--- config.mk ---
export PLATFORM = sky130hd
export DESIGN_NAME = cfi_leaves
export DESIGN_NICKNAME = d
export VERILOG_FILES = /design/src/pkg/cfi_pkg.sv /design/src/logic/cfi_leaves.sv
export VERILOG_INCLUDE_DIRS = /design/src /design/src/pkg
export SDC_FILE = /design/constraint.sdc
export NUM_CORES = 1
export LEC_CHECK = 0
export BUFFER_PORTS_ARGS = -buffer_cell sky130_fd_sc_hd__clkbuf_2
export CAP_MARGIN = 20
export CORE_ASPECT_RATIO = 0.75
export CORE_UTILIZATION = 40
export CTS_CLUSTER_SIZE = 25
export DETAILED_ROUTE_END_ITERATION = 8
export MAX_ROUTING_LAYER = met4
export PLACE_DENSITY = 0.88
export REMOVE_ABC_BUFFERS = 1
export SYNTH_ARGS = -nofsm -noshare
export SYNTH_HDL_FRONTEND = slang
export SYNTH_SLANG_ARGS = --single-unit
--- constraint.sdc ---
create_clock -name sys_clk -period 1.62 [get_ports sys_clk]
set_input_delay 0.324 -clock sys_clk [delete_from_list [all_inputs] [get_ports sys_clk]]
set_output_delay 0.324 -clock sys_clk [all_outputs]
set_load 0.05 [all_outputs]
--- src/pkg/cfi_cfg.svh ---
// leaf numbers, field positions and fixed field values of the identification responder
`ifndef CFI_CFG_SVH
`define CFI_CFG_SVH

// function numbers served
`define CFI_LEAF_PWR        32'h8000_0007
`define CFI_LEAF_ADDR       32'h8000_0008
`define CFI_LEAF_RSV9       32'h8000_0009
`define CFI_LEAF_VIRT       32'h8000_000A
`define CFI_LEAF_RSV_LO     32'h8000_000B
`define CFI_LEAF_RSV_HI     32'h8000_0018
`define CFI_LEAF_GIG        32'h8000_0019

// power-management edx bit positions
`define CFI_PWR_TS_BIT      0
`define CFI_PWR_FID_BIT     1
`define CFI_PWR_VID_BIT     2
`define CFI_PWR_TTP_BIT     3
`define CFI_PWR_HTC_BIT     4
`define CFI_PWR_STC_BIT     5
`define CFI_PWR_STEP_BIT    6
`define CFI_PWR_HWPS_BIT    7
`define CFI_PWR_TSC_BIT     8

// address-size leaf values
`define CFI_LIN_BITS_LONG   8'h30
`define CFI_LIN_BITS_LEGACY 8'h20
`define CFI_PHYS_BITS       8'h30
`define CFI_CORE_ID_BITS    4'h2
`define CFI_CORE_TOTAL      4
`define CFI_CORE_CNT_W      8

// virtualization leaf values and bit positions
`define CFI_ASID_COUNT      32'h0000_0040
`define CFI_VIRT_NP_BIT     0
`define CFI_VIRT_LBR_BIT    1
`define CFI_VIRT_LOCK_BIT   2
`define CFI_VIRT_NRIP_BIT   3

// large-page tlb geometry
`define CFI_ASSOC_OFF       4'h0
`define CFI_ASSOC_FULL      4'hF
`define CFI_ASSOC_8WAY      4'h6
`define CFI_L1D_GIG_ENTRIES 12'h030
`define CFI_L2D_GIG_ENTRIES 12'h010
`define CFI_NO_ENTRIES      12'h000

`endif

--- src/pkg/cfi_pkg.sv ---
// types shared by the identification responder
`default_nettype none
package cfi_pkg;

	// four result words of one leaf
	typedef struct packed {
		logic [31:0] eax;
		logic [31:0] ebx;
		logic [31:0] ecx;
		logic [31:0] edx;
	} cfi_words_type;

	// product configuration seen by the responder
	typedef struct packed {
		logic       long_mode_capable;
		logic       virtualization_capable;
		logic       later_revision;
		logic       software_thermal_control;
		logic       hardware_thermal_control;
		logic [3:0] core_disable_mask;
	} cfi_strap_type;

endpackage
`default_nettype wire

--- src/logic/cfi_leaves.sv ---
// extended identification leaves 8000_0007 to 8000_0019, answered one cycle after request
//
// How it works
// - power edx bit 8: constant timestamp rate
// - power edx bit 7: hardware perf-state control
// - power edx bit 6: fine multiplier steps
// - power edx bits 5,4 from product configuration
// - power edx bits 3 and 0 read one
// - power edx bits 2 and 1 read zero
// - linear address bits 30h long, else 20h
// - physical address bits read 30h
// - core number bit width reads 2h
// - enabled core count minus one, after disables
// - virtualization leaf zero when not capable
// - address space id count reads 40h
// - next pointer save follows silicon revision
// - lock, branch record, nested paging read one
// - gig page l1 data tlb Fh, 48
// - gig page l2 data tlb 6,16 later only
// - gig page l2 instruction tlb fields zero
// - associativity codes use shared four-bit encoding
`timescale 1ns/100ps
`default_nettype none
`include "cfi_cfg.svh"

module cfi_leaves
	import cfi_pkg::*;
#(
	parameter logic [7:0] VIRT_REVISION = 8'h05 // arbitrary revision code
) (
	input  wire logic          sys_clk,
	input  wire logic          nrst,
	input  wire logic          req_valid,
	input  wire logic [31:0]   req_func,
	input  wire cfi_strap_type strap,
	output logic               rsp_valid,
	output cfi_words_type      rsp_words
);

	// popcount of enabled cores, minus one, saturating at zero
	function automatic logic [7:0] cfi_core_count(input logic [3:0] disable_mask);
		logic [7:0] n;
		n = 8'h00;
		for (int i = 0; i < `CFI_CORE_TOTAL; i++) begin
			n = n + {7'h00, ~disable_mask[i]};
		end
		cfi_core_count = (n == 8'h00) ? 8'h00 : n - 8'h01;
	endfunction

	// one associativity/entries field of a tlb word
	function automatic logic [15:0] cfi_tlb_field(input logic [3:0] assoc, input logic [11:0] ent);
		cfi_tlb_field = {assoc, ent};
	endfunction

	// leaf decode
	wire hit_pwr  = (req_func == `CFI_LEAF_PWR);
	wire hit_addr = (req_func == `CFI_LEAF_ADDR);
	wire hit_virt = (req_func == `CFI_LEAF_VIRT);
	wire hit_gig  = (req_func == `CFI_LEAF_GIG);

	// power-management edx word, upper bits reserved
	wire [31:0] pwr_edx;
	assign pwr_edx[31:9]                  = 23'h000000;
	assign pwr_edx[`CFI_PWR_TSC_BIT]      = 1'b1;
	assign pwr_edx[`CFI_PWR_HWPS_BIT]     = 1'b1;
	assign pwr_edx[`CFI_PWR_STEP_BIT]     = 1'b1;
	assign pwr_edx[`CFI_PWR_STC_BIT]      = strap.software_thermal_control;
	assign pwr_edx[`CFI_PWR_HTC_BIT]      = strap.hardware_thermal_control;
	assign pwr_edx[`CFI_PWR_TTP_BIT]      = 1'b1;
	assign pwr_edx[`CFI_PWR_VID_BIT]      = 1'b0;
	assign pwr_edx[`CFI_PWR_FID_BIT]      = 1'b0;
	assign pwr_edx[`CFI_PWR_TS_BIT]       = 1'b1;

	// address-size words
	wire [7:0]  lin_bits = strap.long_mode_capable ? `CFI_LIN_BITS_LONG
		: `CFI_LIN_BITS_LEGACY;
	wire [31:0] addr_eax = {16'h0000, lin_bits, `CFI_PHYS_BITS};
	wire [7:0]  core_nc  = cfi_core_count(strap.core_disable_mask);
	wire [31:0] addr_ecx = {16'h0000, `CFI_CORE_ID_BITS, 4'h0, core_nc};

	// virtualization words, only when capable
	wire [31:0] virt_eax = {24'h000000, VIRT_REVISION};
	wire [31:0] virt_ebx = `CFI_ASID_COUNT;
	wire [31:0] virt_edx;
	assign virt_edx[31:4]                 = 28'h0000000;
	assign virt_edx[`CFI_VIRT_NRIP_BIT]   = strap.later_revision;
	assign virt_edx[`CFI_VIRT_LOCK_BIT]   = 1'b1;
	assign virt_edx[`CFI_VIRT_LBR_BIT]    = 1'b1;
	assign virt_edx[`CFI_VIRT_NP_BIT]     = 1'b1;
	wire        virt_on  = strap.virtualization_capable;

	// gig-page tlb words; codes follow the shared associativity encoding
	wire [15:0] l1d_fld  = cfi_tlb_field(`CFI_ASSOC_FULL, `CFI_L1D_GIG_ENTRIES);
	wire [15:0] l1i_fld  = cfi_tlb_field(`CFI_ASSOC_OFF, `CFI_NO_ENTRIES);
	wire [15:0] l2d_fld  = strap.later_revision
		? cfi_tlb_field(`CFI_ASSOC_8WAY, `CFI_L2D_GIG_ENTRIES)
		: cfi_tlb_field(`CFI_ASSOC_OFF, `CFI_NO_ENTRIES);
	wire [15:0] l2i_fld  = cfi_tlb_field(`CFI_ASSOC_OFF, `CFI_NO_ENTRIES);
	wire [31:0] gig_eax  = {l1d_fld, l1i_fld};
	wire [31:0] gig_ebx  = {l2d_fld, l2i_fld};

	// result selection; every other leaf and reserved word is zero
	cfi_words_type next_words;
	always_comb begin
		next_words = '0;
		if (hit_pwr) begin
			next_words.edx = pwr_edx;
		end
		if (hit_addr) begin
			next_words.eax = addr_eax;
			next_words.ecx = addr_ecx;
		end
		if (hit_virt && virt_on) begin
			next_words.eax = virt_eax;
			next_words.ebx = virt_ebx;
			next_words.edx = virt_edx;
		end
		if (hit_gig) begin
			next_words.eax = gig_eax;
			next_words.ebx = gig_ebx;
		end
	end

	// answer register: all four words change together with the valid pulse
	always_ff @(posedge sys_clk or negedge nrst) begin
		if (!nrst) begin
			rsp_valid <= 1'b0;
			rsp_words <= '0;
		end else begin
			rsp_valid <= req_valid;
			if (req_valid) begin
				rsp_words <= next_words;
			end
		end
	end

	// helper: function of the request being answered
	logic [31:0] func_q;
	always_ff @(posedge sys_clk or negedge nrst) begin
		if (!nrst) begin
			func_q <= 32'h0000_0000;
		end else if (req_valid) begin
			func_q <= req_func;
		end
	end

	// power leaf fixed bits
	property p_pwr_fixed;
		@(posedge sys_clk) disable iff (!nrst)
		req_valid && hit_pwr |=> rsp_valid && rsp_words.edx[8:6] == 3'h7
			&& rsp_words.edx[3:0] == 4'h9;
	endproperty
	a_pwr_fixed: assert property (p_pwr_fixed) else $error("power leaf fixed bits wrong");

	// thermal bits follow configuration
	property p_pwr_thermal;
		@(posedge sys_clk) disable iff (!nrst)
		req_valid && hit_pwr |=> rsp_words.edx[5:4] == $past({strap.software_thermal_control,
			strap.hardware_thermal_control});
	endproperty
	a_pwr_thermal: assert property (p_pwr_thermal) else $error("thermal bits wrong");

	// linear width follows long mode
	property p_lin_bits;
		@(posedge sys_clk) disable iff (!nrst)
		req_valid && hit_addr |=> rsp_words.eax[15:8]
			== ($past(strap.long_mode_capable) ? 8'h30 : 8'h20);
	endproperty
	a_lin_bits: assert property (p_lin_bits) else $error("linear width wrong");

	// physical width and reserved upper half
	property p_phys_bits;
		@(posedge sys_clk) disable iff (!nrst)
		req_valid && hit_addr |=> rsp_words.eax[7:0] == 8'h30 && rsp_words.eax[31:16] == 16'h0000;
	endproperty
	a_phys_bits: assert property (p_phys_bits) else $error("physical width wrong");

	// core number width and core count
	property p_core_count;
		@(posedge sys_clk) disable iff (!nrst)
		req_valid && hit_addr && strap.core_disable_mask == 4'h0 |=>
			rsp_words.ecx == 32'h0000_2003;
	endproperty
	a_core_count: assert property (p_core_count) else $error("core count word wrong");

	// one disabled core lowers the count by one
	property p_core_down;
		@(posedge sys_clk) disable iff (!nrst)
		req_valid && hit_addr && strap.core_disable_mask == 4'h8 |=> rsp_words.ecx[7:0] == 8'h02;
	endproperty
	a_core_down: assert property (p_core_down) else $error("disabled core not counted");

	// virtualization leaf blanked when not capable
	property p_virt_off;
		@(posedge sys_clk) disable iff (!nrst)
		req_valid && hit_virt && !strap.virtualization_capable |=> rsp_words == '0;
	endproperty
	a_virt_off: assert property (p_virt_off) else $error("virt leaf not blanked");

	// virtualization leaf contents when capable
	property p_virt_on;
		@(posedge sys_clk) disable iff (!nrst)
		req_valid && hit_virt && strap.virtualization_capable |=>
			rsp_words.ebx == 32'h0000_0040 && rsp_words.edx[2:0] == 3'h7
			&& rsp_words.edx[3] == $past(strap.later_revision);
	endproperty
	a_virt_on: assert property (p_virt_on) else $error("virt leaf contents wrong");

	// gig-page l1 geometry
	property p_gig_l1;
		@(posedge sys_clk) disable iff (!nrst)
		req_valid && hit_gig |=> rsp_words.eax == 32'hF030_0000;
	endproperty
	a_gig_l1: assert property (p_gig_l1) else $error("gig l1 tlb wrong");

	// gig-page l2 geometry by revision
	property p_gig_l2;
		@(posedge sys_clk) disable iff (!nrst)
		req_valid && hit_gig |=> rsp_words.ebx
			== ($past(strap.later_revision) ? 32'h6010_0000 : 32'h0000_0000);
	endproperty
	a_gig_l2: assert property (p_gig_l2) else $error("gig l2 tlb wrong");

	// reserved leaves answer zero
	property p_rsv_leaf;
		@(posedge sys_clk) disable iff (!nrst)
		req_valid && (req_func == `CFI_LEAF_RSV9 || (req_func >= `CFI_LEAF_RSV_LO
			&& req_func <= `CFI_LEAF_RSV_HI)) |=> rsp_words == '0;
	endproperty
	a_rsv_leaf: assert property (p_rsv_leaf) else $error("reserved leaf not zero");

	// words hold steady between answers
	property p_hold;
		@(posedge sys_clk) disable iff (!nrst)
		!req_valid |=> $stable(rsp_words) && !rsp_valid;
	endproperty
	a_hold: assert property (p_hold) else $error("result changed without request");

	// answer always tied to the request one cycle back
	property p_answer;
		@(posedge sys_clk) disable iff (!nrst)
		rsp_valid |-> func_q == $past(req_func) && $past(req_valid);
	endproperty
	a_answer: assert property (p_answer) else $error("answer without request");

endmodule
`default_nettype wire

Word level (Yosys, flattened, before mapping):

Index checks and enable logic that the tools add are counted.

* equal/unequal tests: 4
* magnitude comparators: 0
* divide/modulo/power cells: 0
* add/sub/neg operators: 4
* bitwise logic cells: 4
* shift operators: 0
* reductions and logical operators: 2
* multiply operators: 0
* mux-type cells: 9

Operators with widths (number)
* $eq 32x32->1 const B: 4
* $mux 64: 2
* $mux 14: 2
* $mux 9: 2
* $mux 15: 1
* $logic_not 8->1: 1
* $mux 8: 1
* $mux 5: 1
* $sub 4x1->5 const B: 1
* $add 3x1->4: 1
* $not 1->1: 4
* $add 2x1->3: 1
* $add 1x1->2: 1
* $logic_and 1x1->1: 1

* input bits: 44
* bits in latches: 0
* logic and storage cells: 28
* RAM bits: 0
* output and inout port bits: 129
* memory bits (read-only): 0
* register bits: 129
* memories: 0

Logic depth before layout (Yosys ltp):

Gate-level depths: netlist (run 1).

* word-level depth: 7
* gate-level depth with buffers: 9

Least setup slack after synthesis (run 1):

OpenSTA, ideal clock, no wires.

* path type: input-to-reg
* start: input port strap[0] (netlist name)
* end: register rsp_words[34] (netlist name)
* required time: 1.519 ns
* arrival time: 1.947 ns
* setup time: 0.101 ns
* stages on the path: 8
* buffers on the path: 0
* slack: -0.428 ns
* cell sequence: fa_1 -> inv_1 -> ha_1 -> inv_1 -> ha_1 -> nor2_1 -> ha_1 -> o32ai_1

* longest elaborated chain between the ends: 7

Ends and longest elaborated chain
* start, declared: line cfi_leaves.sv:35 `input wire cfi_strap_type strap,`
* $not 1->1 (*): line cfi_leaves.sv:45 `n = n + {7'h00, ~disable_mask[i]};`
* $add 1x1->2 (*): line cfi_leaves.sv:45
* $add 2x1->3 (*): line cfi_leaves.sv:45
* $add 3x1->4 (*): line cfi_leaves.sv:45
* $sub 4x1->5 or $logic_not 8->1 (tied branches): line cfi_leaves.sv:47 `cfi_core_count = (n == 8'h00) ? 8'h00 : n - 8'h01;`
* $mux 8 (*): line cfi_leaves.sv:47
* $mux 14 (*): line cfi_leaves.sv:109 `if (hit_addr) begin`
* end signal, assigned: line cfi_leaves.sv:132 `rsp_words <= next_words;`
* end, declared: line cfi_leaves.sv:37 `output cfi_words_type rsp_words`

Every way passes the cells marked *; elsewhere a longest branch is shown, timed or not.
A chain may end at the register's enable or synchronous reset.

Worst setup path after layout (run 1):

* start: input port strap[3] (netlist name)
* end: register rsp_words[39] (netlist name)

* longest elaborated chain between the ends: 5

Ends and longest elaborated chain (line)
* $not 1->1 (*): cfi_leaves.sv:45
* $add 3x1->4 (*): cfi_leaves.sv:45
* $sub 4x1->5 or $logic_not 8->1 (tied branches): cfi_leaves.sv:47
* $mux 8 (*): cfi_leaves.sv:47
* $mux 14 (*): cfi_leaves.sv:109

Marked as above.

==> results of run 1 <==
[logic make-up (layout without fill, tap and decap cells)]
kind of cell	Yosys count	count (layout)
fa+ha+maj	5	5
buf+inv	138	115
flops	18	18
other cells	1	94
simple gates	30	30
compound gates	17	17
[registers in the layout, indices dropped and copies added (netlist names)]
name and count:
rsp_valid 1, rsp_words 17
[cells in the final DEF (no fill, tap or decap), drive strengths merged, types with 4 or more instances in the layout]
cell type / netlist / routed
dfrtp: 18 / 18
nor2: 4 / 4
conb: 1 / 94
clkbuf: 2 / 81
ha: 4 / 4
nor4: 6 / 6
o21ai: 6 / 6
inv: 25 / 25
o22ai: 6 / 6
buf: 111 / 9
[report_power, final]
part / total, mW / internal [mW] / switching (mW) / leakage (nW)
combinational: 0.724 / 0.129 / 0.595 / 0.861
sequential: 0.451 / 0.451 / 0.000252 / 0.249
clock: 0.361 / 0.216 / 0.146 / 0.0288
[routing by layer]
metal | vias up | share of wire
li1 | 600 | -
met5 | - | 0
met4 | 0 | 0.0018
met2 | 64 | 0.53
met3 | 2 | 0.069
met1 | 563 | 0.40
[path summary, 6_finish.rpt]
path	to	slack, ps	depth (start not counted)
max	rsp_words[39]	-190	10
min	rsp_words[126]	10	1
max reg2reg	rsp_words[126]	860	2
min reg2reg	rsp_words[0]	510	2
max in group asynchronous	rsp_words[33]	1300	1
min in group sys_clk	rsp_words[108]	280	3
[worst reg2reg max path: stages, from the launching register on]
cell and delay (ps):
dfrtp_1 490, inv_1 60, o21ai_0 130
[per-stage QoR]
step	hold WS (ps)	std cells	util	area, um2
finish	10.1	334	0.469	1950
global route	50.3	334	0.469	1950
detailed placement	298	329	0.430	1790
global placement	289	329	0.430	1790
floorplan	28.4	189	-	1270
CTS	23.6	334	0.464	1930
[area by class of cell]
type | instances | area share
Clock buffer | 4 | 0.0283
Inverter | 25 | 0.0482
Multi-Input combinational cell | 146 | 0.420
Sequential cell | 18 | 0.231
Tap cell | 55 | 0.0353
Timing Repair Buffer | 86 | 0.237
[timing repair]
item | CTS | global route
endpoints found under the hold margin | 0 | 0
pin swaps | 3 | 10
endpoints found under the setup margin | 5 | 9
setup buffers | 1 | 0
resized for setup | 15 | 6
==> summary.txt, run 1 <==
Outcome -> finished, violations left
Failing checks -> negative setup slack
Adder-cell share of the synthesized area -> 0.0397
Simple-Gate Fraction of Synth Area -> 0.113
Max Clock Freq -> 553 MHz
Setup TNS -> -616 ps
Synth top area share -> 0.472
Max Cap Violations -> 0
GR Util met3 -> 0.0400
VDD IR-drop max -> 0.366 mV
Min Tclk post-route -> 1810 ps
Required @ worst endpoint -> 1780 ps
CTS Sinks -> 18
Met1 usage -> 0.177
Full die area -> 4690 um2
Root Buffer Master -> clkbuf_8
IO Pins -> 173
Site Rows -> 20
Fillcell total -> 427
DR vias/cell -> 3.68
Worst-path clk slew -> 70 ps
WP buf/inv -> 4
RSZ-0062 raised after global routing -> yes
Critical-path cell list -> buf_6 -> fa_1 -> inv_1 -> ha_2 -> inv_2 -> ha_4 -> nor2_4 -> ha_4 -> inv_2 -> o32ai_2
Synthesized cell area -> 1770 um2
Wire length per cell -> 9.73 um
Post-synthesis xor/xnor area fraction -> 0
Setup Crit Path Kind -> in2reg
# diodes -> 0
Initial antenna violation count -> 0
Nets -> 329
GP Congestion -> 0.826
Final cycle utilization of the critical path -> 1.12
Clk_skew -> 0 ps
Post-CTS Hold Buffers -> 0
Critical Path End Type -> flip-flop
Mux share of post-synthesis cell area -> 0
Chip Height -> 59.6 um
CP top delay family -> adder cells
PD cells -> 789 nW/um2
WP data arrival -> 1960 ps
Sequential cell area -> 450 um2
DP HPWL -> 2.70 mm
GRT Max-Usage Layer -> met2
Max Transition Viols Final -> 0
Crit. Startpoint -> strap[3]
Distinct cells, synth -> 29
Largest net degree at the start of global routing -> 19
Via count -> 1,229
EDFF count, synth -> 0
Most common cell in the netlist -> buf_4
Core area -> 4150 um2
Syn Inst Count -> 209
Share of cells above drive strength 1 -> 0.387
Ys async rst share -> 1.00
Number of global-route vias before repair -> 1,083
Pre-CTS setup slack -> -646 ps
Worst hold path type -> in2async
Antenna Nets Post-Route -> 0
Reg2reg start -> rsp_words[126]
Chip Width -> 78.7 um
Fin. Hold Viols -> 0
H-tree Lvls -> 1
Post-synth top area cell -> buf_4
Total congestion overflow -> 0
Overall power -> 1.54 mW
Worst-Skew Late Latency -> 240 ps
Leak -> 1.14 nW
P&R area growth vs syn -> 10.2%
Clk buf depth -> 2
Worst path slowest cell -> fa_1
Final setup viols -> 5
Final worst slack -> -187 ps
Met2 track demand over resource -> 0.255
Port bufs -> 78
Syn Area/Cell -> 8.45 um2
CTS tree -> built
Seq/Total Area, Yosys -> 0.255
Post-synth top cells -> 111 x buf_4, 25 x inv_1, 18 x dfrtp_1
Dominant synthesized flop cell -> dfrtp_1
Drt pass-1 iters -> 4
Starting Density -> 0.425
Post-Route WL -> 3.25 mm
CTS buffer count -> 3
Global-route wire length before repair -> 5.10 mm
CP peak stage delay -> 520 ps
Critical path launch point type -> input port
Total track usage -> 0.147
DR iter-0 viols -> 12
Ys Warns -> 0
FF+latch count, synth -> 18
Leading post-synthesis cells by cell area -> buf_4 47%, dfrtp_1 25%, inv_1 5.3%, ha_1 2.8%, o22ai_1 2.1%
Crit-path max FO -> 2
Footprint of the multi-input gates -> 818 um2
DRC errors left -> 0
Synth Area in Compound Gates -> 0.0602
Main combinational cell family by area after synthesis -> buffers and inverters
Note: power is estimated with default switching activity, not from simulation.
==> run 2, diff against run 1 <==
--- a/config.mk
+++ b/config.mk
@@ -12,6 +12,7 @@
 export CORE_UTILIZATION = 40
 export CTS_CLUSTER_SIZE = 25
 export DETAILED_ROUTE_END_ITERATION = 8
+export GPL_TIMING_DRIVEN = 0
 export MAX_ROUTING_LAYER = met4
 export PLACE_DENSITY = 0.88
 export REMOVE_ABC_BUFFERS = 1
==> summary.txt, run 2 (same netlist as run 1, synthesis figures left out) <==
Critical path launch point type -> input port
Core area -> 4150 um2 (unchanged)
Dpl cells -> 322 (-2.1%)
Post-CTS Hold Buffers -> 0 (unchanged)
Overall power -> 1.53 mW (-0.48%)
DP HPWL -> 2.60 mm (-3.8%)
Global-route wire length before repair -> 4.99 mm (-2.2%)
Via count -> 1,220 (-0.73%)
Largest net degree at the start of global routing -> 20 (+1)
Fillcell total -> 424 (-0.70%)
Clk pwr share -> 0.240 (+0.005)
Share of cells above drive strength 1 -> 0.371 (-0.0158)
# diodes -> 0 (unchanged)
Largest regs -> rsp_words: 17 flops, rsp_valid: 1 flops
Sequential cell area -> 450 um2 (unchanged)
R2R cell count -> 2 (unchanged)
Largest reg by FF count -> rsp_words
H-tree Lvls -> 1 (unchanged)
End of the critical path -> rsp_words[34]
Int Pwr -> 781 uW (-1.8%)
Worst-path clk slew -> 70 ps (about the same)
Footprint of the multi-input gates -> 822 um2 (+0.46%)
VDD IR-drop max -> 0.395 mV (+7.9%)
DRC errors left -> 0 (unchanged)
Final hold slack -> 14.3 ps (+4.14 ps)
DR iter-0 viols -> 37 (+25)
Post-Route WL -> 3.21 mm (-1.1%)
Leak -> 1.10 nW (-3.2%)
Outcome -> finished, violations left
Worst-Skew Late Latency -> 250 ps (about the same)
IO Pins -> 173 (unchanged)
Wire length per cell -> 9.82 um (+0.98%)
DR vias/cell -> 3.73 (+1.4%)
Port bufs -> 78 (unchanged)
Final cycle utilization of the critical path -> 1.12 (+0.00378)
Largest register FFs -> 17 (unchanged)
GP Congestion -> 0.750 (-9.2%)
Crit-path max FO -> 2 (unchanged)
Most frequent cells in the layout -> 94 x conb_1, 76 x clkbuf_2, 22 x inv_1
Root Buffer Master -> clkbuf_8
Design area -> 1900 um2 (-2.4%)
CTS Sinks -> 18 (unchanged)
Reg2reg start -> rsp_words[126]
Max Clock Freq -> 552 MHz (-0.34%)
Combinational share of power -> 0.465 (-0.006)
P&R area growth vs syn -> 7.51%
Fin. Hold Viols -> 0 (unchanged)
WP data arrival -> 1980 ps (+20 ps)
Most common cell after layout, fill and taps aside -> conb_1
Final setup viols -> 5 (unchanged)
Crit. Startpoint -> strap[0]
Total congestion overflow -> 0 (unchanged)
Total track usage -> 0.145 (-0.00173)
R2R Setup Slk -> 830 ps (-30 ps)
Setup TNS -> -619 ps (-2.85 ps)
Sequential share of power -> 0.295 (+0.002)
Failing checks -> negative setup slack
Switching Fraction -> 0.489 (+0.00682)
Clk_skew -> 0 ps (unchanged)
Antenna Nets Post-Route -> 0 (unchanged)
Max Cap Violations -> 0 (unchanged)
Fin util -> 0.457 (-0.0114)
Worst hold path type -> in2async
Critical Path End Type -> flip-flop
Capture point of the worst reg-to-reg path -> rsp_words[126]
Chip Width -> 78.7 um (unchanged)
Pre-CTS setup slack -> -650 ps (-4.03 ps)
Initial antenna violation count -> 0 (unchanged)
Chip Height -> 59.6 um (unchanged)
Drt pass-1 iters -> 4 (unchanged)
CTS buffer count -> 3 (unchanged)
Max Transition Viols Final -> 0 (unchanged)
Nets -> 322 (-2.1%)
Final worst slack -> -193 ps (-6.12 ps)
Site Rows -> 20 (unchanged)
CTS tree -> built
Min Tclk post-route -> 1810 ps (+6.12 ps)
Net Switching -> 748 uW (+0.93%)
Starting Density -> 0.425 (unchanged)
Number of global-route vias before repair -> 1,047 (-3.3%)
Setup Crit Path Kind -> in2reg
Clk buf depth -> 2 (unchanged)
Area after detailed placement -> 1730 um2 (-2.9%)
Full die area -> 4690 um2 (unchanged)
PD cells -> 805 nW/um2 (+2.0%)
Finished Layout Cells -> 327 (-2.1%)
RSZ-0062 raised after global routing -> yes
Required @ worst endpoint -> 1780 ps (about the same)
[run 2: changes by cell type in the layout (fill, tap and decap cells not counted), sizes merged]
cell | previous run | this run
buf | 9 | 2
[run 2: power by group through the flow]
stage | registers, mW | logic, mW | clock network [mW]
2_1_floorplan | 0.464 | 0.532 | 0
3_5_place_dp | 0.459 | 0.622 | 0
3_3_place_gp | 0.459 | 0.618 | 0
4_1_cts | 0.451 | 0.665 | 0.381
6_report | 0.451 | 0.711 | 0.368
5_1_grt | 0.450 | 0.750 | 0.408
[run 2: layout make-up]
type                    instances  area share
multi-input cells             146       0.433
repair buffers                 79       0.214
inverters                      25      0.0507
well taps                      55      0.0362
clock buffers                   4      0.0290
flip-flops and latches         18       0.237
[run 2: what timing repair did]
action,CTS,global route
resized for setup,9,15
setup endpoints to repair,5,10
pin swaps,4,7
buffers inserted,1,0
[run 2: routing by layer]
layer | share of wire | up-vias | wire length (um) | global-route usage
met5 | 0 | - | 0 | -
li1 | - | 583 | - | -
met1 | 0.40 | 576 | 1300 | 0.169
met3 | 0.065 | 0 | 210 | 0.0369
met4 | 0 | 0 | 0 | 0.0159
met2 | 0.53 | 61 | 1700 | 0.261
[run 2: how the worst min path moves through the flow]
stage,startpoint,endpoint,depth (start not counted)
detailed placement,nrst,rsp_words[5],1
CTS,nrst,rsp_words[35],1
global placement,nrst,rsp_valid,1
global route,nrst,rsp_words[33],1
finish,nrst,rsp_words[108],1
floorplan,nrst,rsp_valid,0
[run 2: critical path, cell delays in order]
cell,delay [ps]
buf_6,90
fa_1,550
inv_2,50
ha_4,160
inv_4,50
ha_4,200
nor2_4,130
ha_4,220
o32ai_2,200
